### src/verilog/aux_input_pkg.sv
// Purpose: Shared constants for the auxiliary input function mapper
// Assumes: 20 MHz controller clock, Wishbone classic register bus
// Notes: Function codes, register offsets, field positions and timing counts
package aux_input_pkg;
  localparam int CLK_HZ = 20000000;
  // Qualification times in milliseconds
  localparam int FLOAT_ON_MS = 1000;
  localparam int FLOAT_OFF_MS = 30000;
  localparam int AUX_ON_MS = 1000;
  localparam int AUX_OFF_MS = 1000;
  localparam int FLOAT_ON_CYC = FLOAT_ON_MS * (CLK_HZ / 1000);
  localparam int FLOAT_OFF_CYC = FLOAT_OFF_MS * (CLK_HZ / 1000);
  localparam int AUX_ON_CYC = AUX_ON_MS * (CLK_HZ / 1000);
  localparam int AUX_OFF_CYC = AUX_OFF_MS * (CLK_HZ / 1000);

  // Function codes
  localparam logic [3:0] FN_DISABLED = 4'h0;
  localparam logic [3:0] FN_FLOAT_NO = 4'h1;
  localparam logic [3:0] FN_FLOAT_NC = 4'h2;
  localparam logic [3:0] FN_SETP_NO = 4'h3;
  localparam logic [3:0] FN_SETP_NC = 4'h4;
  localparam logic [3:0] FN_EN_NO = 4'h5;
  localparam logic [3:0] FN_EN_NC = 4'h6;
  localparam logic [3:0] FN_EN_RST_NO = 4'h7;
  localparam logic [3:0] FN_EN_RST_NC = 4'h8;
  localparam logic [3:0] FN_RST_NO = 4'h9;
  localparam logic [3:0] FN_LP_AUTO_NO = 4'hA;
  localparam logic [3:0] FN_LP_AUTO_NC = 4'hB;
  localparam logic [3:0] FN_LP_MAN_NO = 4'hC;
  localparam logic [3:0] FN_LP_MAN_NC = 4'hD;

  // Reset values of the three function code registers
  localparam logic [3:0] IN1_CODE_RST = 4'h1;
  localparam logic [3:0] IN2_CODE_RST = 4'h3;
  localparam logic [3:0] IN3_CODE_RST = 4'h5;

  // Status code presented on the indication output
  localparam logic [2:0] IND_NONE = 3'h0;
  localparam logic [2:0] IND_FLOAT = 3'h1;
  localparam logic [2:0] IND_SETPOINT = 3'h2;
  localparam logic [2:0] IND_ENABLE = 3'h3;
  localparam logic [2:0] IND_LOW_PRESS = 3'h4;

  // Register byte offsets
  localparam logic [7:0] REG_CODE1 = 8'h00;
  localparam logic [7:0] REG_CODE2 = 8'h04;
  localparam logic [7:0] REG_CODE3 = 8'h08;
  localparam logic [7:0] REG_STATUS = 8'h0C;
  localparam logic [7:0] REG_IRQ_STAT = 8'h10;
  localparam logic [7:0] REG_IRQ_EN = 8'h14;
  localparam logic [7:0] REG_IRQ_CLR = 8'h18;

  // Status register fields
  localparam int ST_BLOCKED = 0;
  localparam int ST_FLOAT = 1;
  localparam int ST_SETP = 2;
  localparam int ST_DISABLE = 3;
  localparam int ST_BLK_RST = 4;
  localparam int ST_LOW_PRESS = 5;
  localparam int ST_IND_LSB = 8;
  localparam int ST_RAW_LSB = 12;

  // Interrupt event bits
  localparam int EV_FLOAT_SET = 0;
  localparam int EV_FLOAT_CLR = 1;
  localparam int EV_DISABLE = 2;
  localparam int EV_BLK_RST = 3;
  localparam int EV_WIDTH = 4;
endpackage

### src/verilog/aux_sync2.sv
// Purpose: Two flip-flop synchroniser for asynchronous input pins
// Assumes: One clock domain, synchronous active high reset
// Notes: First stage is read only by the second stage
`timescale 1ns/10ps
module aux_sync2 #(
  parameter int WIDTH = 3
) (
  input wire logic core_clk_in,
  input wire logic rst_in,
  input wire logic [WIDTH-1:0] async_in,
  output logic [WIDTH-1:0] sync_out
);
  typedef struct packed {
    logic [WIDTH-1:0] meta;
    logic [WIDTH-1:0] stable;
  } sync_state_type;

  sync_state_type st_r;
  sync_state_type st_nxt;

  // Shift the pins through two stages
  always_comb begin
    st_nxt.meta = async_in;
    st_nxt.stable = st_r.meta;
  end

  always_ff @(posedge core_clk_in) begin
    if (rst_in) begin
      st_r <= '0;
    end else begin
      st_r <= st_nxt;
    end
  end

  assign sync_out = st_r.stable;
endmodule

### src/verilog/aux_qualifier.sv
// Purpose: Timed activation and release qualification of one level
// Assumes: Counts in clock cycles, synchronous active high reset
// Notes: Timer restarts whenever the level leaves the qualifying value
`timescale 1ns/10ps
module aux_qualifier #(
  parameter int ON_CYCLES = 20000000,
  parameter int OFF_CYCLES = 20000000,
  parameter int CNT_W = 30
) (
  input wire logic core_clk_in,
  input wire logic rst_in,
  input wire logic level_in,
  output logic active_out
);
  typedef struct packed {
    logic active;
    logic [CNT_W-1:0] count;
  } qual_state_type;

  qual_state_type st_r;
  qual_state_type st_nxt;

  // Count while the level differs from the held state; restart on any bounce
  always_comb begin
    st_nxt = st_r;
    if (level_in == st_r.active) begin
      st_nxt.count = '0;
    end else if (!st_r.active && st_r.count >= CNT_W'(ON_CYCLES - 1)) begin
      st_nxt.active = 1'b1;
      st_nxt.count = '0;
    end else if (st_r.active && st_r.count >= CNT_W'(OFF_CYCLES - 1)) begin
      st_nxt.active = 1'b0;
      st_nxt.count = '0;
    end else begin
      st_nxt.count = st_r.count + CNT_W'(1);
    end
  end

  always_ff @(posedge core_clk_in) begin
    if (rst_in) begin
      st_r <= '0;
    end else begin
      st_r <= st_nxt;
    end
  end

  assign active_out = st_r.active;
endmodule

### src/verilog/aux_input_mapper.sv
// Purpose: Maps three auxiliary digital inputs onto selectable functions
// Assumes: 20 MHz core_clk_in, synchronous reset, Wishbone classic slave
// Notes: Float function fully timed; other functions give qualified levels
`timescale 1ns/10ps
module aux_input_mapper #(
  parameter int NUM_INPUTS = 3,
  parameter int FLOAT_ON_CYCLES = aux_input_pkg::FLOAT_ON_CYC,
  parameter int FLOAT_OFF_CYCLES = aux_input_pkg::FLOAT_OFF_CYC,
  parameter int AUX_ON_CYCLES = aux_input_pkg::AUX_ON_CYC,
  parameter int AUX_OFF_CYCLES = aux_input_pkg::AUX_OFF_CYC
) (
  input wire logic core_clk_in,
  input wire logic rst_in,
  input wire logic aux_input_one_in,
  input wire logic aux_input_two_in,
  input wire logic aux_input_three_in,
  input wire logic wb_cyc_in,
  input wire logic wb_stb_in,
  input wire logic wb_we_in,
  input wire logic [7:0] wb_adr_in,
  input wire logic [3:0] wb_sel_in,
  input wire logic [31:0] wb_dat_in,
  output logic [31:0] wb_dat_out,
  output logic wb_ack_out,
  output logic system_block_out,
  output logic system_disable_out,
  output logic block_reset_out,
  output logic setpoint_active_out,
  output logic [2:0] setpoint_select_out,
  output logic low_pressure_out,
  output logic low_pressure_manual_out,
  output logic [2:0] status_code_out,
  output logic irq_out
);
  localparam int N = 3;
  localparam int EW = aux_input_pkg::EV_WIDTH;

  // Decoded function of one input after polarity is applied
  typedef struct packed {
    logic fl;
    logic sp;
    logic en;
    logic br;
    logic lp;
    logic lp_man;
  } fn_type;

  typedef struct packed {
    logic [N-1:0][3:0] code;
    logic [EW-1:0] irq_stat;
    logic [EW-1:0] irq_en;
    logic ack;
    logic [31:0] rdata;
    logic float_q;
    logic disable_q;
    logic brst_q;
    logic [2:0] ind;
  } map_state_type;

  map_state_type st_r;
  map_state_type st_nxt;

  logic [N-1:0] pin_raw;
  logic [N-1:0] pin_sync;
  logic [N-1:0] float_lvl;
  logic [N-1:0] float_act;
  logic [N-1:0] aux_lvl;
  logic [N-1:0] aux_act;
  fn_type [N-1:0] fn_raw;
  fn_type [N-1:0] fn_q;
  logic [N-1:0] variant_mask;
  logic float_any;
  logic disable_any;
  logic brst_any;
  logic setp_any;
  logic lp_any;
  logic lp_man_any;
  logic [2:0] setp_sel;

  // Decode a code and level into functions, polarity included
  function automatic fn_type decode_fn(input logic [3:0] code, input logic lvl);
    fn_type f;
    f = '0;
    unique case (code)
      aux_input_pkg::FN_FLOAT_NO: f.fl = lvl;
      aux_input_pkg::FN_FLOAT_NC: f.fl = !lvl;
      aux_input_pkg::FN_SETP_NO: f.sp = lvl;
      aux_input_pkg::FN_SETP_NC: f.sp = !lvl;
      aux_input_pkg::FN_EN_NO: f.en = lvl;
      aux_input_pkg::FN_EN_NC: f.en = !lvl;
      aux_input_pkg::FN_EN_RST_NO: begin
        f.en = lvl;
        f.br = lvl;
      end
      aux_input_pkg::FN_EN_RST_NC: begin
        f.en = !lvl;
        f.br = !lvl;
      end
      aux_input_pkg::FN_RST_NO: f.br = lvl;
      aux_input_pkg::FN_LP_AUTO_NO: f.lp = lvl;
      aux_input_pkg::FN_LP_AUTO_NC: f.lp = !lvl;
      aux_input_pkg::FN_LP_MAN_NO: begin
        f.lp = lvl;
        f.lp_man = lvl;
      end
      aux_input_pkg::FN_LP_MAN_NC: begin
        f.lp = !lvl;
        f.lp_man = !lvl;
      end
      default: f = '0;
    endcase
    return f;
  endfunction

  // Pins arrive from field contacts and must be synchronised
  assign pin_raw = {aux_input_three_in, aux_input_two_in, aux_input_one_in};

  aux_sync2 #(
    .WIDTH(N)
  ) u_sync (
    .core_clk_in(core_clk_in),
    .rst_in(rst_in),
    .async_in(pin_raw),
    .sync_out(pin_sync)
  );

  // Inputs beyond the fitted count are forced inactive
  assign variant_mask = (NUM_INPUTS >= 3) ? 3'h7 : ((NUM_INPUTS == 2) ? 3'h3 : 3'h1);

  // Each input is identical: decode, then qualify in time
  for (genvar i = 0; i < N; i++) begin : g_in
    assign fn_raw[i] = variant_mask[i] ? decode_fn(st_r.code[i], pin_sync[i]) : '0;
    assign float_lvl[i] = fn_raw[i].fl;
    assign aux_lvl[i] = fn_raw[i].sp | fn_raw[i].en | fn_raw[i].br | fn_raw[i].lp;

    aux_qualifier #(
      .ON_CYCLES(FLOAT_ON_CYCLES),
      .OFF_CYCLES(FLOAT_OFF_CYCLES),
      .CNT_W(30)
    ) u_float_q (
      .core_clk_in(core_clk_in),
      .rst_in(rst_in),
      .level_in(float_lvl[i]),
      .active_out(float_act[i])
    );

    aux_qualifier #(
      .ON_CYCLES(AUX_ON_CYCLES),
      .OFF_CYCLES(AUX_OFF_CYCLES),
      .CNT_W(30)
    ) u_aux_q (
      .core_clk_in(core_clk_in),
      .rst_in(rst_in),
      .level_in(aux_lvl[i]),
      .active_out(aux_act[i])
    );

    // Qualified functions keep the current decode, float bit cleared, while the input stands active
    assign fn_q[i] = aux_act[i] ? (fn_raw[i] & ~fn_type'(6'h20)) : '0;
  end

  // Merge functions across inputs
  always_comb begin
    float_any = |float_act;
    disable_any = 1'b0;
    brst_any = 1'b0;
    setp_any = 1'b0;
    lp_any = 1'b0;
    lp_man_any = 1'b0;
    setp_sel = '0;
    for (int k = 0; k < N; k++) begin
      disable_any = disable_any | fn_q[k].en;
      brst_any = brst_any | fn_q[k].br;
      setp_any = setp_any | fn_q[k].sp;
      lp_any = lp_any | fn_q[k].lp;
      lp_man_any = lp_man_any | fn_q[k].lp_man;
      setp_sel[k] = fn_q[k].sp;
    end
  end

  // Register file, indication, events and bus answer
  always_comb begin
    logic hit;
    logic [EW-1:0] ev;
    logic [EW-1:0] clr;
    hit = wb_cyc_in && wb_stb_in && !st_r.ack;
    ev = '0;
    clr = '0;
    st_nxt = st_r;
    st_nxt.float_q = float_any;
    st_nxt.disable_q = disable_any;
    st_nxt.brst_q = brst_any;
    // Float takes precedence, then enable, low pressure, setpoint
    if (float_any) begin
      st_nxt.ind = aux_input_pkg::IND_FLOAT;
    end else if (disable_any) begin
      st_nxt.ind = aux_input_pkg::IND_ENABLE;
    end else if (lp_any) begin
      st_nxt.ind = aux_input_pkg::IND_LOW_PRESS;
    end else if (setp_any) begin
      st_nxt.ind = aux_input_pkg::IND_SETPOINT;
    end else begin
      st_nxt.ind = aux_input_pkg::IND_NONE;
    end
    ev[aux_input_pkg::EV_FLOAT_SET] = float_any && !st_r.float_q;
    ev[aux_input_pkg::EV_FLOAT_CLR] = !float_any && st_r.float_q;
    ev[aux_input_pkg::EV_DISABLE] = disable_any && !st_r.disable_q;
    ev[aux_input_pkg::EV_BLK_RST] = brst_any && !st_r.brst_q;
    st_nxt.ack = hit;
    st_nxt.rdata = '0;
    if (hit && wb_we_in && wb_sel_in[0]) begin
      unique case (wb_adr_in)
        aux_input_pkg::REG_CODE1: st_nxt.code[0] = wb_dat_in[3:0];
        aux_input_pkg::REG_CODE2: st_nxt.code[1] = wb_dat_in[3:0];
        aux_input_pkg::REG_CODE3: st_nxt.code[2] = wb_dat_in[3:0];
        aux_input_pkg::REG_IRQ_EN: st_nxt.irq_en = wb_dat_in[EW-1:0];
        aux_input_pkg::REG_IRQ_CLR: clr = wb_dat_in[EW-1:0];
        default: clr = '0;
      endcase
    end
    if (hit && !wb_we_in) begin
      unique case (wb_adr_in)
        aux_input_pkg::REG_CODE1: st_nxt.rdata[3:0] = st_r.code[0];
        aux_input_pkg::REG_CODE2: st_nxt.rdata[3:0] = st_r.code[1];
        aux_input_pkg::REG_CODE3: st_nxt.rdata[3:0] = st_r.code[2];
        aux_input_pkg::REG_STATUS: begin
          st_nxt.rdata[aux_input_pkg::ST_BLOCKED] = st_r.float_q;
          st_nxt.rdata[aux_input_pkg::ST_FLOAT] = st_r.float_q;
          st_nxt.rdata[aux_input_pkg::ST_SETP] = setp_any;
          st_nxt.rdata[aux_input_pkg::ST_DISABLE] = st_r.disable_q;
          st_nxt.rdata[aux_input_pkg::ST_BLK_RST] = st_r.brst_q;
          st_nxt.rdata[aux_input_pkg::ST_LOW_PRESS] = lp_any;
          st_nxt.rdata[aux_input_pkg::ST_IND_LSB +: 3] = st_r.ind;
          st_nxt.rdata[aux_input_pkg::ST_RAW_LSB +: N] = pin_sync;
        end
        aux_input_pkg::REG_IRQ_STAT: st_nxt.rdata[EW-1:0] = st_r.irq_stat;
        aux_input_pkg::REG_IRQ_EN: st_nxt.rdata[EW-1:0] = st_r.irq_en;
        default: st_nxt.rdata = '0;
      endcase
    end
    // Set wins over clear
    st_nxt.irq_stat = (st_r.irq_stat & ~clr) | ev;
  end

  always_ff @(posedge core_clk_in) begin
    if (rst_in) begin
      st_r <= '0;
      st_r.code[0] <= aux_input_pkg::IN1_CODE_RST;
      st_r.code[1] <= aux_input_pkg::IN2_CODE_RST;
      st_r.code[2] <= aux_input_pkg::IN3_CODE_RST;
    end else begin
      st_r <= st_nxt;
    end
  end

  // Outputs
  assign wb_ack_out = st_r.ack;
  assign wb_dat_out = st_r.rdata;
  assign system_block_out = st_r.float_q;
  assign system_disable_out = st_r.disable_q;
  assign block_reset_out = st_r.brst_q;
  assign setpoint_active_out = setp_any;
  assign setpoint_select_out = setp_sel;
  assign low_pressure_out = lp_any;
  assign low_pressure_manual_out = lp_man_any;
  assign status_code_out = st_r.ind;
  assign irq_out = |(st_r.irq_stat & st_r.irq_en);
endmodule

### config.mk
export PLATFORM = sky130hd
export DESIGN_NAME = aux_input_mapper
export DESIGN_NICKNAME = d
export VERILOG_FILES = /design/src/verilog/aux_input_pkg.sv /design/src/verilog/aux_sync2.sv /design/src/verilog/aux_qualifier.sv /design/src/verilog/aux_input_mapper.sv
export SDC_FILE = /design/constraint.sdc
export NUM_CORES = 1
export LEC_CHECK = 0
export BUFFER_PORTS_ARGS = -buffer_cell sky130_fd_sc_hd__buf_2
export CAP_MARGIN = 20
export CORE_MARGIN = 2
export CORE_UTILIZATION = 32
export CTS_CLUSTER_DIAMETER = 50
export CTS_CLUSTER_SIZE = 12
export DETAILED_ROUTE_END_ITERATION = 6
export PLACE_DENSITY = 0.57
export SLEW_MARGIN = 20
export SYNTH_ARGS = -nofsm -noshare
export SYNTH_HDL_FRONTEND = slang
export SYNTH_SLANG_ARGS = --single-unit
### constraint.sdc
create_clock -name core_clk_in -period 1.9 [get_ports core_clk_in]
set_input_delay 0 -clock core_clk_in [delete_from_list [all_inputs] [get_ports core_clk_in]]
set_output_delay 0 -clock core_clk_in [all_outputs]
set_load 0.05 [all_outputs]
# Word-level counts from Yosys, hierarchy flattened
# Cells that the tools add are included.
dict set report classes {
  n_reduce_logical 80
  n_addsub 6
  n_lt_le_gt_ge 9
  n_eq_ne 51
  muxes 46
  n_bitwise 31
}
# op count
set op_table {}
lappend op_table {{2-to-1 mux 31 bit} 6}
lappend op_table {{adder 30 x 1 -> 30 bit, second input constant} 6}
lappend op_table {{greater-or-equal comparator 30 x 25 -> 1 bit, second input constant} 6}
lappend op_table {{2-to-1 mux 30 bit} 6}
lappend op_table {{greater-or-equal comparator 30 bit, second input constant} 3}
lappend op_table {{equality test 4 bit, second input constant} 18}
lappend op_table {{equality test 4 x 3 -> 1 bit, second input constant} 12}
lappend op_table {{case mux 1 bit (2 select lines)} 18}
lappend op_table {{OR reduction 2 bit} 16}
lappend op_table {{OR reduction 4 bit} 8}
lappend op_table {{equality test 4 x 2 -> 1 bit, second input constant} 6}
lappend op_table {{equality test 8 x 5 -> 1 bit, second input constant} 3}
lappend op_table {{case mux 4 bit (6 select lines)} 1}
lappend op_table {{logical AND 1 bit} 21}
lappend op_table {{AND reduction 2 bit} 10}
lappend op_table {{bitwise OR 1 bit} 19}
lappend op_table {{equality test 8 x 4 -> 1 bit, second input constant} 2}
lappend op_table {{logical NOT 1 bit} 15}
lappend op_table {{2-to-1 mux 5 bit} 3}
lappend op_table {{equality test 4 x 1 -> 1 bit, second input constant} 3}
lappend op_table {{nonzero test 2 bit} 6}
lappend op_table {{bitwise AND 4 bit} 2}
lappend op_table {{equality test 8 x 3 -> 1 bit, second input constant} 1}
lappend op_table {{logical NOT 8 bit} 1}
lappend op_table {{10 further kinds} 31}
dict set report totals {
  wordCells 252
  out_inout_bits 46
  ff_bits 251
}

# Logic depth before layout (Yosys ltp)
# Gate-level depths: netlist of the first run.
dict set report logic_depth {
  depth_word 10
  depth_mapped 8
  ltp_nobuf 7
}

# Cells and area by module
# From an unflattened synthesis of the first run, not the netlist that was laid out.
dict set report hier_totals {
  hier_cells 1339
  area_unflattened_um2 12259.3
}
# mod seq_area_each_um2 area_per_inst_um2 instances cells_each
set by_module_without_submodules {}
lappend by_module_without_submodules {{aux_qualifier at g_in[0].u_float_q ...} 620.6 1841.8 3 190}
lappend by_module_without_submodules {{aux_qualifier at g_in[0].u_aux_q ...} 620.6 1330.0 3 145}
lappend by_module_without_submodules {aux_input_mapper 780.7 2586.2 1 322}
lappend by_module_without_submodules {aux_sync2 120.1 157.7 1 12}

# Worst setup path after synthesis of the first run
# OpenSTA, ideal clock, no wires.
dict set report synth_path {
  path_type {register to register}
  start {register st_r[47] (netlist name)}
  end {register st_r, in the netlist wb_dat_out[2]}
  path_buffers 1
  path_stages_with_launch 8
  required_ps 1825
  arrival_time_ps 2963
  synth_period_minus_slack_ps 3038
  path_slack_ps -1138
  cell_sequence {dfxtp_1 > clkbuf_1 > nand2_1 > o32a_1 > nor3b_1 > or3_1 > a222oi_1 > a31oi_1}
}
dict set report synth_via {
  elab_chain_cells 6
}
# element line
set synth_rtl {}
lappend synth_rtl {{start: declaration} aux_input_mapper.sv:60} ;# map_state_type st_r;
lappend synth_rtl {{start signal: assignment} aux_input_mapper.sv:252} ;# st_r <= st_nxt;
lappend synth_rtl {{equality test 4 x 3 -> 1 bit or equality test 4 x 2 -> 1 bit (tied branches)} aux_input_mapper.sv:84} ;# unique case (code)
lappend synth_rtl {{case mux 1 bit (2 select lines) (*)} aux_input_mapper.sv:84}
lappend synth_rtl {{2-to-1 mux 5 bit (*)} aux_input_mapper.sv:159} ;# assign fn_q[i] = aux_act[i] ? (fn_raw[i] & ~fn_type'(6'h20)) : '0;
lappend synth_rtl {{via setpoint_select_out[0]} aux_input_mapper.sv:29} ;# output logic [2:0] setpoint_select_out,
lappend synth_rtl {{bitwise OR 1 bit (*) (2 in series)} aux_input_mapper.sv:174} ;# setp_any = setp_any | fn_q[k].sp;
lappend synth_rtl {{via setpoint_active_out} aux_input_mapper.sv:28} ;# output logic setpoint_active_out,
lappend synth_rtl {{case mux 4 bit (6 select lines) (*)} aux_input_mapper.sv:222} ;# unique case (wb_adr_in)
# The timed path passes the listed nets; every way through them passes the cells marked *.
# A chain may end at the register's enable or synchronous reset.

# Worst setup path after layout of the first run
dict set report layout_path {
  start {register st_r[53] (netlist name)}
  end {output port setpoint_active_out}
}
dict set report layout_via {
  elab_chain_cells 5
}
# element line
set layout_rtl {}
lappend layout_rtl {{equality test 4 x 3 -> 1 bit or equality test 4 x 2 -> 1 bit (tied branches)} aux_input_mapper.sv:84}
lappend layout_rtl {{case mux 1 bit (2 select lines) (*)} aux_input_mapper.sv:84}
lappend layout_rtl {{2-to-1 mux 5 bit (*)} aux_input_mapper.sv:159}
lappend layout_rtl {{bitwise OR 1 bit (*) (2 in series)} aux_input_mapper.sv:174}
lappend layout_rtl {{end: declaration} aux_input_mapper.sv:28}
# Mark *: on every way between the ends. The rest lies on a longest branch, timed or not.

==> run metrics, run 1 <==
outcome complete, but fails checks; failing checks negative setup slack; setup ws final -0.155 ns; Peak VDD IR 0.566 mV; Mapped Cells 1282; CTS max path bufs 3; crit start category register; root buffer cell clkbuf_16; P per Cell Area 729 mW/mm^2; final setup fails 89; Seq cells post-synth 231; Die Y 188 um; crit path capture type output pin; Synth cell types 71; Max H-tree Level 1; Initial Utilization 32.4%; Top FF cell, synth dfxtp_1; Port Buf Inserts 46; Ports 98; setup_tns -3.78 ns; initial antenna violation count 1; Max Cap Violations 0; placed insts 1900; relative slew slack 65.0%; WL final 26.2 mm; register area share after synthesis 42.7%; GPL Wtd Cong 0.827; Placeable Area 0.0334 mm^2; Leakage 5.57 nW; die width 188 um; DP Wirelength 17.0 mm; worst slack, placed -0.181 ns; Nets 1596; Inserted Clock Buffers 30; fin area 0.0153 mm^2; # rows 67; TritonCTS clock tree done; vias in the first global route 8959; worst-skew pair later-pin latency 0.54 ns; Initial DRC Count 445; Final period util 108%; global-route wire length before repair 42.4 mm; most common cell after layout, fill and taps aside dfxtp_1; Post-synth EDFFs 0; critical path arrival 2.06 ns; YS warnings 0; wire per inst 13.0 um; GRT Residual Overflow 0; Clock Skews 0.0114 ns; largest net degree at the start of global routing 26; layout cells sized above 1 31.8%; Placement Cell Area 0.0127 mm^2; via count 9574; Hold WC Path Type input pin to register; syn_area_per_cell 8.46 um^2; RSZ-0062 raised after global routing yes; commonest cells after routing, fill and taps aside 201 x dfxtp_1, 178 x buf_4, 169 x nor2_1; final hold violation count 0; Slew @ Worst Pin 0.512 ns; DRC viols 0; Synth async-reset ratio 0%; fin cells 2008; die area 0.0354 mm^2; critical path type register to output pin; drt pass-1 iters 6; synthesized area 0.0108 mm^2; hold_ws 0.0798 ns; CP Max Fanout 4; Area growth, synth to finish 40.9%; post-layout min period 2.06 ns; Clock Sinks 231; CTS clock-pin slew for the worst setup and hold paths 0.06 ns; max-slew violation count 0; GRT Overall Usage 14.0%; Via density 4.77; CP Data Required Time 1.90 ns; antenna-violating nets left 0; Max Fclk 487 MHz
## per-layer routing
metal / part of all wire [%] / GRT usage (%) / vias up
li1: - / - / 4892
met1: 47 / 18.9 / 4445
met2: 46 / 23.1 / 189
met3: 4.6 / 2.43 / 48
met4: 2.1 / 3.91 / 0
met5: 0 / 0 / -
## timing repair
| item | in CTS | in global routing |
|---|---|---|
| gates cloned | 5 | 4 |
| hold buffers | 16 | 0 |
| hold endpoints to repair | 39 | 0 |
| buffers inserted | 26 | 13 |
| gates resized for setup | 97 | 186 |
| pin swaps | 52 | 90 |
| endpoints found under the setup margin | 176 | 180 |
## worst paths after layout
check	to	from	cells after the start	slack, ns
setup / recovery	setpoint_active_out	st_r[53]$_SDFFE_PP0P_	7	-0.16
setup reg to reg	g_in[0].u_float_q.st_r[22]$_SDFF_PP0_	g_in[0].u_float_q.st_r[27]$_SDFF_PP0_	8	-0.14
hold reg to reg	g_in[0].u_aux_q.st_r[0]$_SDFF_PP0_	g_in[0].u_aux_q.st_r[0]$_SDFF_PP0_	1	0.44
hold / removal	wb_dat_out[3]$_SDFF_PP0_	wb_adr_in[4]	5	0.08
## critical path, stage by stage, from the launching register on
cell      delay [ns]
dfxtp_2         0.35
buf_6           0.13
nand4b_1        0.11
o31a_1          0.19
nor3b_4         0.06
or3_4           0.39
buf_6           0.14
buf_8           0.14
## power by group
part | internal [mW] | switching, mW
combinational | 0.117 | 0.215
clock | 3.75 | 2.18
sequential | 4.86 | 0.0121
## cell type report
| type | count | area, um^2 |
|---|---|---|
| Fill cell | 3175 | 18200 |
| Multi-Input combinational cell | 981 | 6670 |
| Sequential cell | 231 | 4680 |
| Timing Repair Buffer | 266 | 2210 |
| Clock buffer | 36 | 815 |
| Tap cell | 448 | 561 |
| Clock inverter | 17 | 240 |
| Inverter | 28 | 108 |
| Antenna cell | 1 | 2.50 |
## stage by stage
stage | total power [mW] | utilization [%]
global route | 11.5 | 45.7
CTS | 11.3 | 43.4
finish | 11.1 | 45.7
floorplan | 5.19 | -
global placement | 5.24 | 37.9
detailed placement | 5.24 | 37.9
## registers in the layout, summed over array words and instances, names as in the netlist
name                       cells
u_sync.st_nxt                  3
wb_ack_out                     1
system_block_out               1
g_in.u_float_q.st_r           90
status_code_out                3
system_disable_out             1
block_reset_out                1
u_sync.sync_out                3
st_r                          20
g_in.u_aux_q.st_r             90
g_in.u_aux_q.active_out        3
g_in.u_float_q.active_out      3
wb_dat_out                    12
## cell usage after synthesis, drive strengths merged, types with 13 or more instances
cell type	instances	area (um^2)
nor2b	14	87.6
buf	61	407
dfxtp	231	4620
or3	13	81.3
nor3	46	235
nand4	29	188
nor4	14	100
nand3	78	390
clkbuf	18	67.6
o21ai	24	120
and3	42	263
xor2	77	674
nor2	237	890
mux2i	16	160
nor3b	14	105
a21oi	30	150
nand2	93	357
xnor2	77	674
inv	28	105
## cells by family (layout without fill, tap and decap cells)
group / count (synthesis) / count (layout) / share of synthesized area [%]
other: 1 / 36 / 0.0346
adders and majority gates: 6 / 6 / 0.692
AOI/OAI and AO/OA: 118 / 121 / 7.70
and+or+nand+nor: 649 / 649 / 29.7
xor gates and xnor gates: 154 / 154 / 12.4
muxes: 16 / 16 / 1.48
DFF: 231 / 231 / 42.7
buffers and inverters: 107 / 347 / 5.34
(Power assumes the default switching activity.)
==> run 2, diff against run 1 <==
- CAP_MARGIN: 20 -> 10
- CELL_PAD_IN_SITES_DETAIL_PLACEMENT: not set -> 0
- CELL_PAD_IN_SITES_GLOBAL_PLACEMENT: not set -> 1
- PLACE_DENSITY: 0.57 -> 0.69
==> run metrics, run 2 (synthesis results as in run 1) <==
area occupied by multi-input gates 0.00661 mm^2 (-0.79%); CP delay by family, top simple AND/OR/NAND/NOR gates; outcome complete, but fails checks; final hold violation count 0 (unchanged); max-slew violation count 0 (unchanged); post-layout min period 2.00 ns (-0.0521 ns); Final period util 105% (-2.7 points); Via density 4.73 (-0.76%); P per Cell Area 714 mW/mm^2 (-2.0%); Regs by FF count g_in.u_aux_q.st_r (90), g_in.u_float_q.st_r (90), st_r (20); Area growth, synth to finish 40.6%; CP max stage delay 0.37 ns (-0.02 ns); RSZ-0062 raised after global routing yes; Max H-tree Level 1 (unchanged); Clock Skews 0.0202 ns (+0.00886 ns); setup_tns -4.65 ns (-0.872 ns); global-route wire length before repair 43.4 mm (+2.5%); Leakage 5.65 nW (+1.4%); Slowest cell on crit path dfxtp_4; Clock Sinks 231 (unchanged); Max Cap Violations 0 (unchanged); crit start category register; antenna-violating nets left 0 (unchanged); DP Wirelength 17.5 mm (+2.9%); crit path buf inv count 1 (-2); Placeable Area 0.0334 mm^2 (unchanged); Inserted Clock Buffers 31 (+3.3%); CP Data Required Time 1.90 ns (about the same); Slew @ Worst Pin 0.593 ns (+0.0819 ns); CP cell instances nand2b_4 -> o32a_1 -> nor3b_4 -> or3_4 -> buf_8; worst-skew pair later-pin latency 0.56 ns (+0.02 ns); GPL Wtd Cong 0.818 (-1.0%); hold_ws 0.0453 ns (-0.0345 ns); final setup fails 135 (+52%); CTS clock-pin slew for the worst setup and hold paths 0.06 ns (about the same); Peak VDD IR 0.560 mV (-1.2%); die width 188 um (unchanged); WL final 26.6 mm (+1.9%); Initial DRC Count 423 (-4.9%); relative slew slack 60.1% (-4.9 points); drt pass-1 iters 7 (+1); Total Power 10.9 mW (-2.2%); die area 0.0354 mm^2 (unchanged); vias in the first global route 9147 (+2.1%); Placement Cell Area 0.0127 mm^2 (about the same); fin area 0.0152 mm^2 (-0.22%); wire per inst 13.2 um (+1.7%); CTS max path bufs 3 (unchanged); Nets 1599 (+0.19%); setup ws final -0.103 ns (+0.0521 ns); largest net degree at the start of global routing 26 (unchanged); Reg area 0.00469 mm^2 (+0.11%); crit path capture type output pin; Ports 98 (unchanged); critical path arrival 2.00 ns (-0.06 ns); Initial Utilization 32.4% (unchanged); Die Y 188 um (unchanged); DRC viols 0 (unchanged); critical path type register to output pin; fin cells 2011 (+0.15%); GRT Overall Usage 14.4% (+0.34 points); # rows 67 (unchanged); Port Buf Inserts 46 (unchanged); Hold WC Path Type input pin to register; Max Fclk 499 MHz (+2.6%); failing checks negative setup slack; GRT Residual Overflow 0 (unchanged); via count 9515 (-0.62%); layout cells sized above 1 31.9% (+0.17 points); most common cell after layout, fill and taps aside dfxtp_1; initial antenna violation count 1 (unchanged); TritonCTS clock tree done; Layout fillers 3263 (+2.8%); root buffer cell clkbuf_16; ant diodes 0 (-1); commonest cells after routing, fill and taps aside 199 x dfxtp_1, 181 x buf_4, 174 x nor2_1; placed insts 1900 (unchanged); CP Max Fanout 8 (+4)
## run 2: changes by cell type in the layout (fill, tap and decap cells not counted), moves of 4 or more
cell	previous run	this run
clkbuf_16	32	36
nor2_1	169	174
nor2_2	32	28
a211o_4	4	0
clkinv_2	5	1
## run 2: worst min-delay path, cell delays in order
cell and delay [ns]:
buf_2 0.12, nand3_1 0.07, nor2_1 0.04, buf_4 0.16, and3_1 0.17
## run 2: timing repair
| item | 4_1_cts | 5_1_grt |
|---|---|---|
| endpoints found under the hold margin | 39 | 0 |
| hold buffers | 16 | 0 |
| pin swaps | 26 | 76 |
| setup buffers | 20 | 17 |
| resized for setup | 90 | 182 |
| setup endpoints to repair | 173 | 174 |
| cloned | 3 | 5 |
## run 2: final timing paths
| kind | slack (ns) | startpoint | depth (start not counted) | endpoint |
|---|---|---|---|---|
| max | -0.10 | u_sync.sync_out[0]$_SDFF_PP0_ | 5 | setpoint_active_out |
| min | 0.05 | wb_adr_in[2] | 5 | wb_dat_out[13]$_SDFF_PP0_ |
| max reg2reg | -0.07 | g_in[0].u_aux_q.st_r[24]$_SDFF_PP0_ | 7 | g_in[0].u_aux_q.st_r[21]$_SDFF_PP0_ |
| min reg2reg | 0.44 | u_sync.st_nxt[1]$_SDFF_PP0_ | 1 | u_sync.sync_out[1]$_SDFF_PP0_ |
## run 2: metrics by stage
step | utilization [%] | setup WS [ns]
floorplan | - | -0.0873
global placement | 38.0 | -0.0392
CTS | 43.0 | -0.112
finish | 45.6 | -0.103
detailed placement | 38.0 | -0.107
global route | 45.6 | -0.170
## run 2: area by class of cell
cell class | instances | area share (%)
repair buffers | 271 | 14.9
multi-input cells | 978 | 43.4
clock inverters | 16 | 1.17
clock buffers | 39 | 5.48
flip-flops and latches | 231 | 30.7
inverters | 28 | 0.706
well taps | 448 | 3.68
## run 2: report_power, final
part	internal (mW)	total [mW]	switching, mW
logic	0.108	0.313	0.206
registers	4.86	4.87	0.0109
clock network	3.42	5.71	2.29
total	8.39	10.9	2.50
## run 2: metal layers
| metal | GRT usage, % | vias to the layer above | routed length, um |
|---|---|---|---|
| li1 | - | 4890 | - |
| met1 | 19.4 | 4419 | 12600 |
| met2 | 23.5 | 153 | 12200 |
| met3 | 2.41 | 53 | 1180 |
| met4 | 4.33 | 0 | 612 |
| met5 | 0 | - | 0 |
==> run 3, diff against run 2 <==
- ABC_AREA: not set -> 1
- PLACE_DENSITY: 0.69 -> 0.71
==> run metrics, run 3 <==
wire per inst 12.7 um (-3.8%); register area share after synthesis 36.0% (-6.7 points); YS warnings 0 (unchanged); GPL Wtd Cong 0.872 (+6.6%); final hold violation count 0 (unchanged); Final period util 97.3% (-8.1 points); RSZ-0062 raised after global routing yes; Peak VDD IR 0.574 mV (+2.5%); Slowest cell on crit path dfxtp_4; DRC viols 0 (unchanged); Clock Skews 0.0242 ns (+0.00399 ns); Max Used Layer met4; simple-gate share of the synthesized area 37.0% (+7.3 points); Synth top cells by count 366 x nand2_1, 360 x nor2_1, 286 x inv_1; CP Data Required Time 1.90 ns (about the same); Die Y 204 um (+8.7%); via count 11500 (+21%); die width 204 um (+8.7%); CTS max path bufs 3 (unchanged); Synth cell types 50 (-30%); # rows 73 (+9.0%); hold_ws 0.0258 ns (-0.0194 ns); Area growth, synth to finish 22.8%; CTS clock-pin slew for the worst setup and hold paths 0.06 ns (about the same); Leakage 5.95 nW (+5.4%); die area 0.0418 mm^2 (+18%); commonest cells after routing, fill and taps aside 359 x nand2_1, 342 x nor2_1, 280 x inv_1; relative slew slack 63.7% (+3.6 points); CP Max Fanout 5 (-3); met2 WL post-DR 15.0 mm (+23%); CP cell instances nand2_1 -> inv_1 -> nand2_1 -> nand3_1 -> nand2_1 -> o211ai_1 -> buf_4; Via density 4.47 (-5.6%); final setup fails 0 (-100%); TritonCTS clock tree done; Placeable Area 0.0396 mm^2 (+19%); Port Buf Inserts 46 (unchanged); Max Fclk 541 MHz (+8.3%); M1 WL 15.6 mm (+24%); P per Cell Area 753 mW/mm^2 (+5.5%); Mapped Cells 1884 (+47%); Layout fillers 4268 (+31%); count leader, synth nand2_1; critical path type register to output pin; outcome finished, final reports clean; initial antenna violation count 1 (unchanged); Regs by FF count g_in.u_aux_q.st_r (90), g_in.u_float_q.st_r (90), st_r (20); Seq cells post-synth 231 (unchanged); Nets 2087 (+31%); vias in the first global route 11000 (+20%); crit path capture type output pin; Synth Area in Compound Gates 4.21% (-3.5 points); adder-cell share of the synthesized area 0.584% (-0.11 points); layout cells sized above 1 15.6% (-16 points); synthesized area 0.0128 mm^2 (+19%); DP Wirelength 24.1 mm (+38%); placed insts 2475 (+30%); WL final 32.9 mm (+23%); CP max stage delay 0.40 ns (+0.03 ns); largest net degree at the start of global routing 31 (+19%); Max Cap Violations 0 (unchanged); most common cell after layout, fill and taps aside nand2_1; Hold WC Path Type input pin to register; Synth async-reset ratio 0% (unchanged); Post-synth EDFFs 0 (unchanged); GRT Residual Overflow 0 (unchanged); crit start category register; fin cells 2579 (+28%); Initial DRC Count 665 (+57%); worst-skew pair later-pin latency 0.54 ns (-0.02 ns); drt pass-1 iters 6 (-1); antenna-violating nets left 0 (unchanged); global-route wire length before repair 53.0 mm (+22%); syn_area_per_cell 6.82 um^2 (-19%); Ports 98 (unchanged); top-area cell type share of the netlist area 36.0% (-6.7 points); root buffer cell clkbuf_16; Met3 Wirelength 1.41 mm (+20%); Slew @ Worst Pin 0.544 ns (-0.0498 ns); Max H-tree Level 2 (+1); GRT Overall Usage 15.5% (+1.1 points); Inserted Clock Buffers 35 (+13%); Top FF cell, synth dfxtp_1; area leader, netlist dfxtp_1; largest family of logic cells by synthesized area simple AND/OR/NAND/NOR gates; CP most frequent cell nand2_1; critical path arrival 1.85 ns (-0.15 ns); synth top area cells dfxtp_1 36%, nand2_1 11%, nor2_1 11%; mux cell area share after synthesis 0% (-1.5 points); max-slew violation count 0 (unchanged); Initial Utilization 32.4% (about the same); post-layout min period 1.85 ns (-0.154 ns); Clock Sinks 231 (unchanged); post-synthesis xor/xnor area fraction 9.75% (-2.7 points)
## run 3: cell count changes in the layout (fill, tap and decap cells not counted), sizes merged, moves of 16 or more
cell,delta
nand2,+278
and3,-39
xor2,+22
o21ai,+17
nor2,+175
xnor2,-33
nand3,+55
nor3,+35
inv,+260
buf,-144
mux2i,-16
## run 3: cells by family (layout without fill, tap and decap cells)
family                   after synthesis  after routing
AO/OA/AOI/OAI                         93             93
XOR/XNOR                             143            143
AND/OR/NAND/NOR                     1059           1062
adder cells (fa/ha/maj)                6              6
other                                  1             36
buffers and inverters                351            483
flip-flops                           231            231
## run 3: final cells by class
class	instances	area, um^2	area share [%]
multi-input combinational	1339	7070	44.8
sequential	231	4670	29.6
timing repair buffer	131	1100	6.97
inverter	291	1100	6.97
clock buffer	40	925	5.86
tap	525	657	4.16
clock inverter	21	264	1.67
antenna	1	2.50	0.0159
## run 3: worst paths after layout
kind	start	end	slack (ns)	depth (start not counted)
worst max-delay path	st_r[52]$_SDFFE_PP1P_	low_pressure_out	0.05	7
worst min-delay path	wb_adr_in[1]	wb_dat_out[5]$_SDFF_PP0_	0.03	8
worst max register to register	wb_ack_out$_SDFF_PP0_	wb_ack_out$_SDFF_PP0_	0.08	5
worst min register to register	u_sync.st_nxt[1]$_SDFF_PP0_	u_sync.sync_out[1]$_SDFF_PP0_	0.40	2
## run 3: layer usage
metal	vias up	GRT usage, %
met5	-	0
met4	0	5.18
met3	51	3.43
met2	172	25.8
met1	5218	19.9
li1	6083	-
## run 3: worst max-delay path: cells and delay by family (launching register included)
family | cells | cell delay, ns
and+or+nand+nor | 4 | 0.28
buffers and inverters | 2 | 0.35
AOI/OAI and AO/OA | 1 | 0.29
DFF | 1 | 0.40
## run 3: stage by stage
step           setup slack (ns)  TNS [ns]  util, %  area [um^2]  power (mW)
6_report                 0.0506         0     39.8        15800        11.9
3_3_place_gp             0.0651         0     34.8        13800        5.34
4_1_cts                 -0.0143   -0.0229     38.6        15300        12.1
3_5_place_dp             0.0103         0     34.8        13800        5.34
2_1_floorplan           -0.0443   -0.0443        -        13000        5.28
5_1_grt                 -0.0720    -0.163     39.8        15800        12.4
## run 3: where the power goes
part	internal, mW	leakage [nW]	switching (mW)
logic	0.124	3.51	0.282
clock network	4.08	0.568	2.50
registers	4.87	1.87	0.0251
## run 3: what timing repair did
action	CTS	global route
hold buffers	21	1
endpoints found under the hold margin	33	1
endpoints found under the setup margin	5	171
setup buffers	2	12
resized for setup	24	74
pin swaps	5	25
gates cloned	0	6
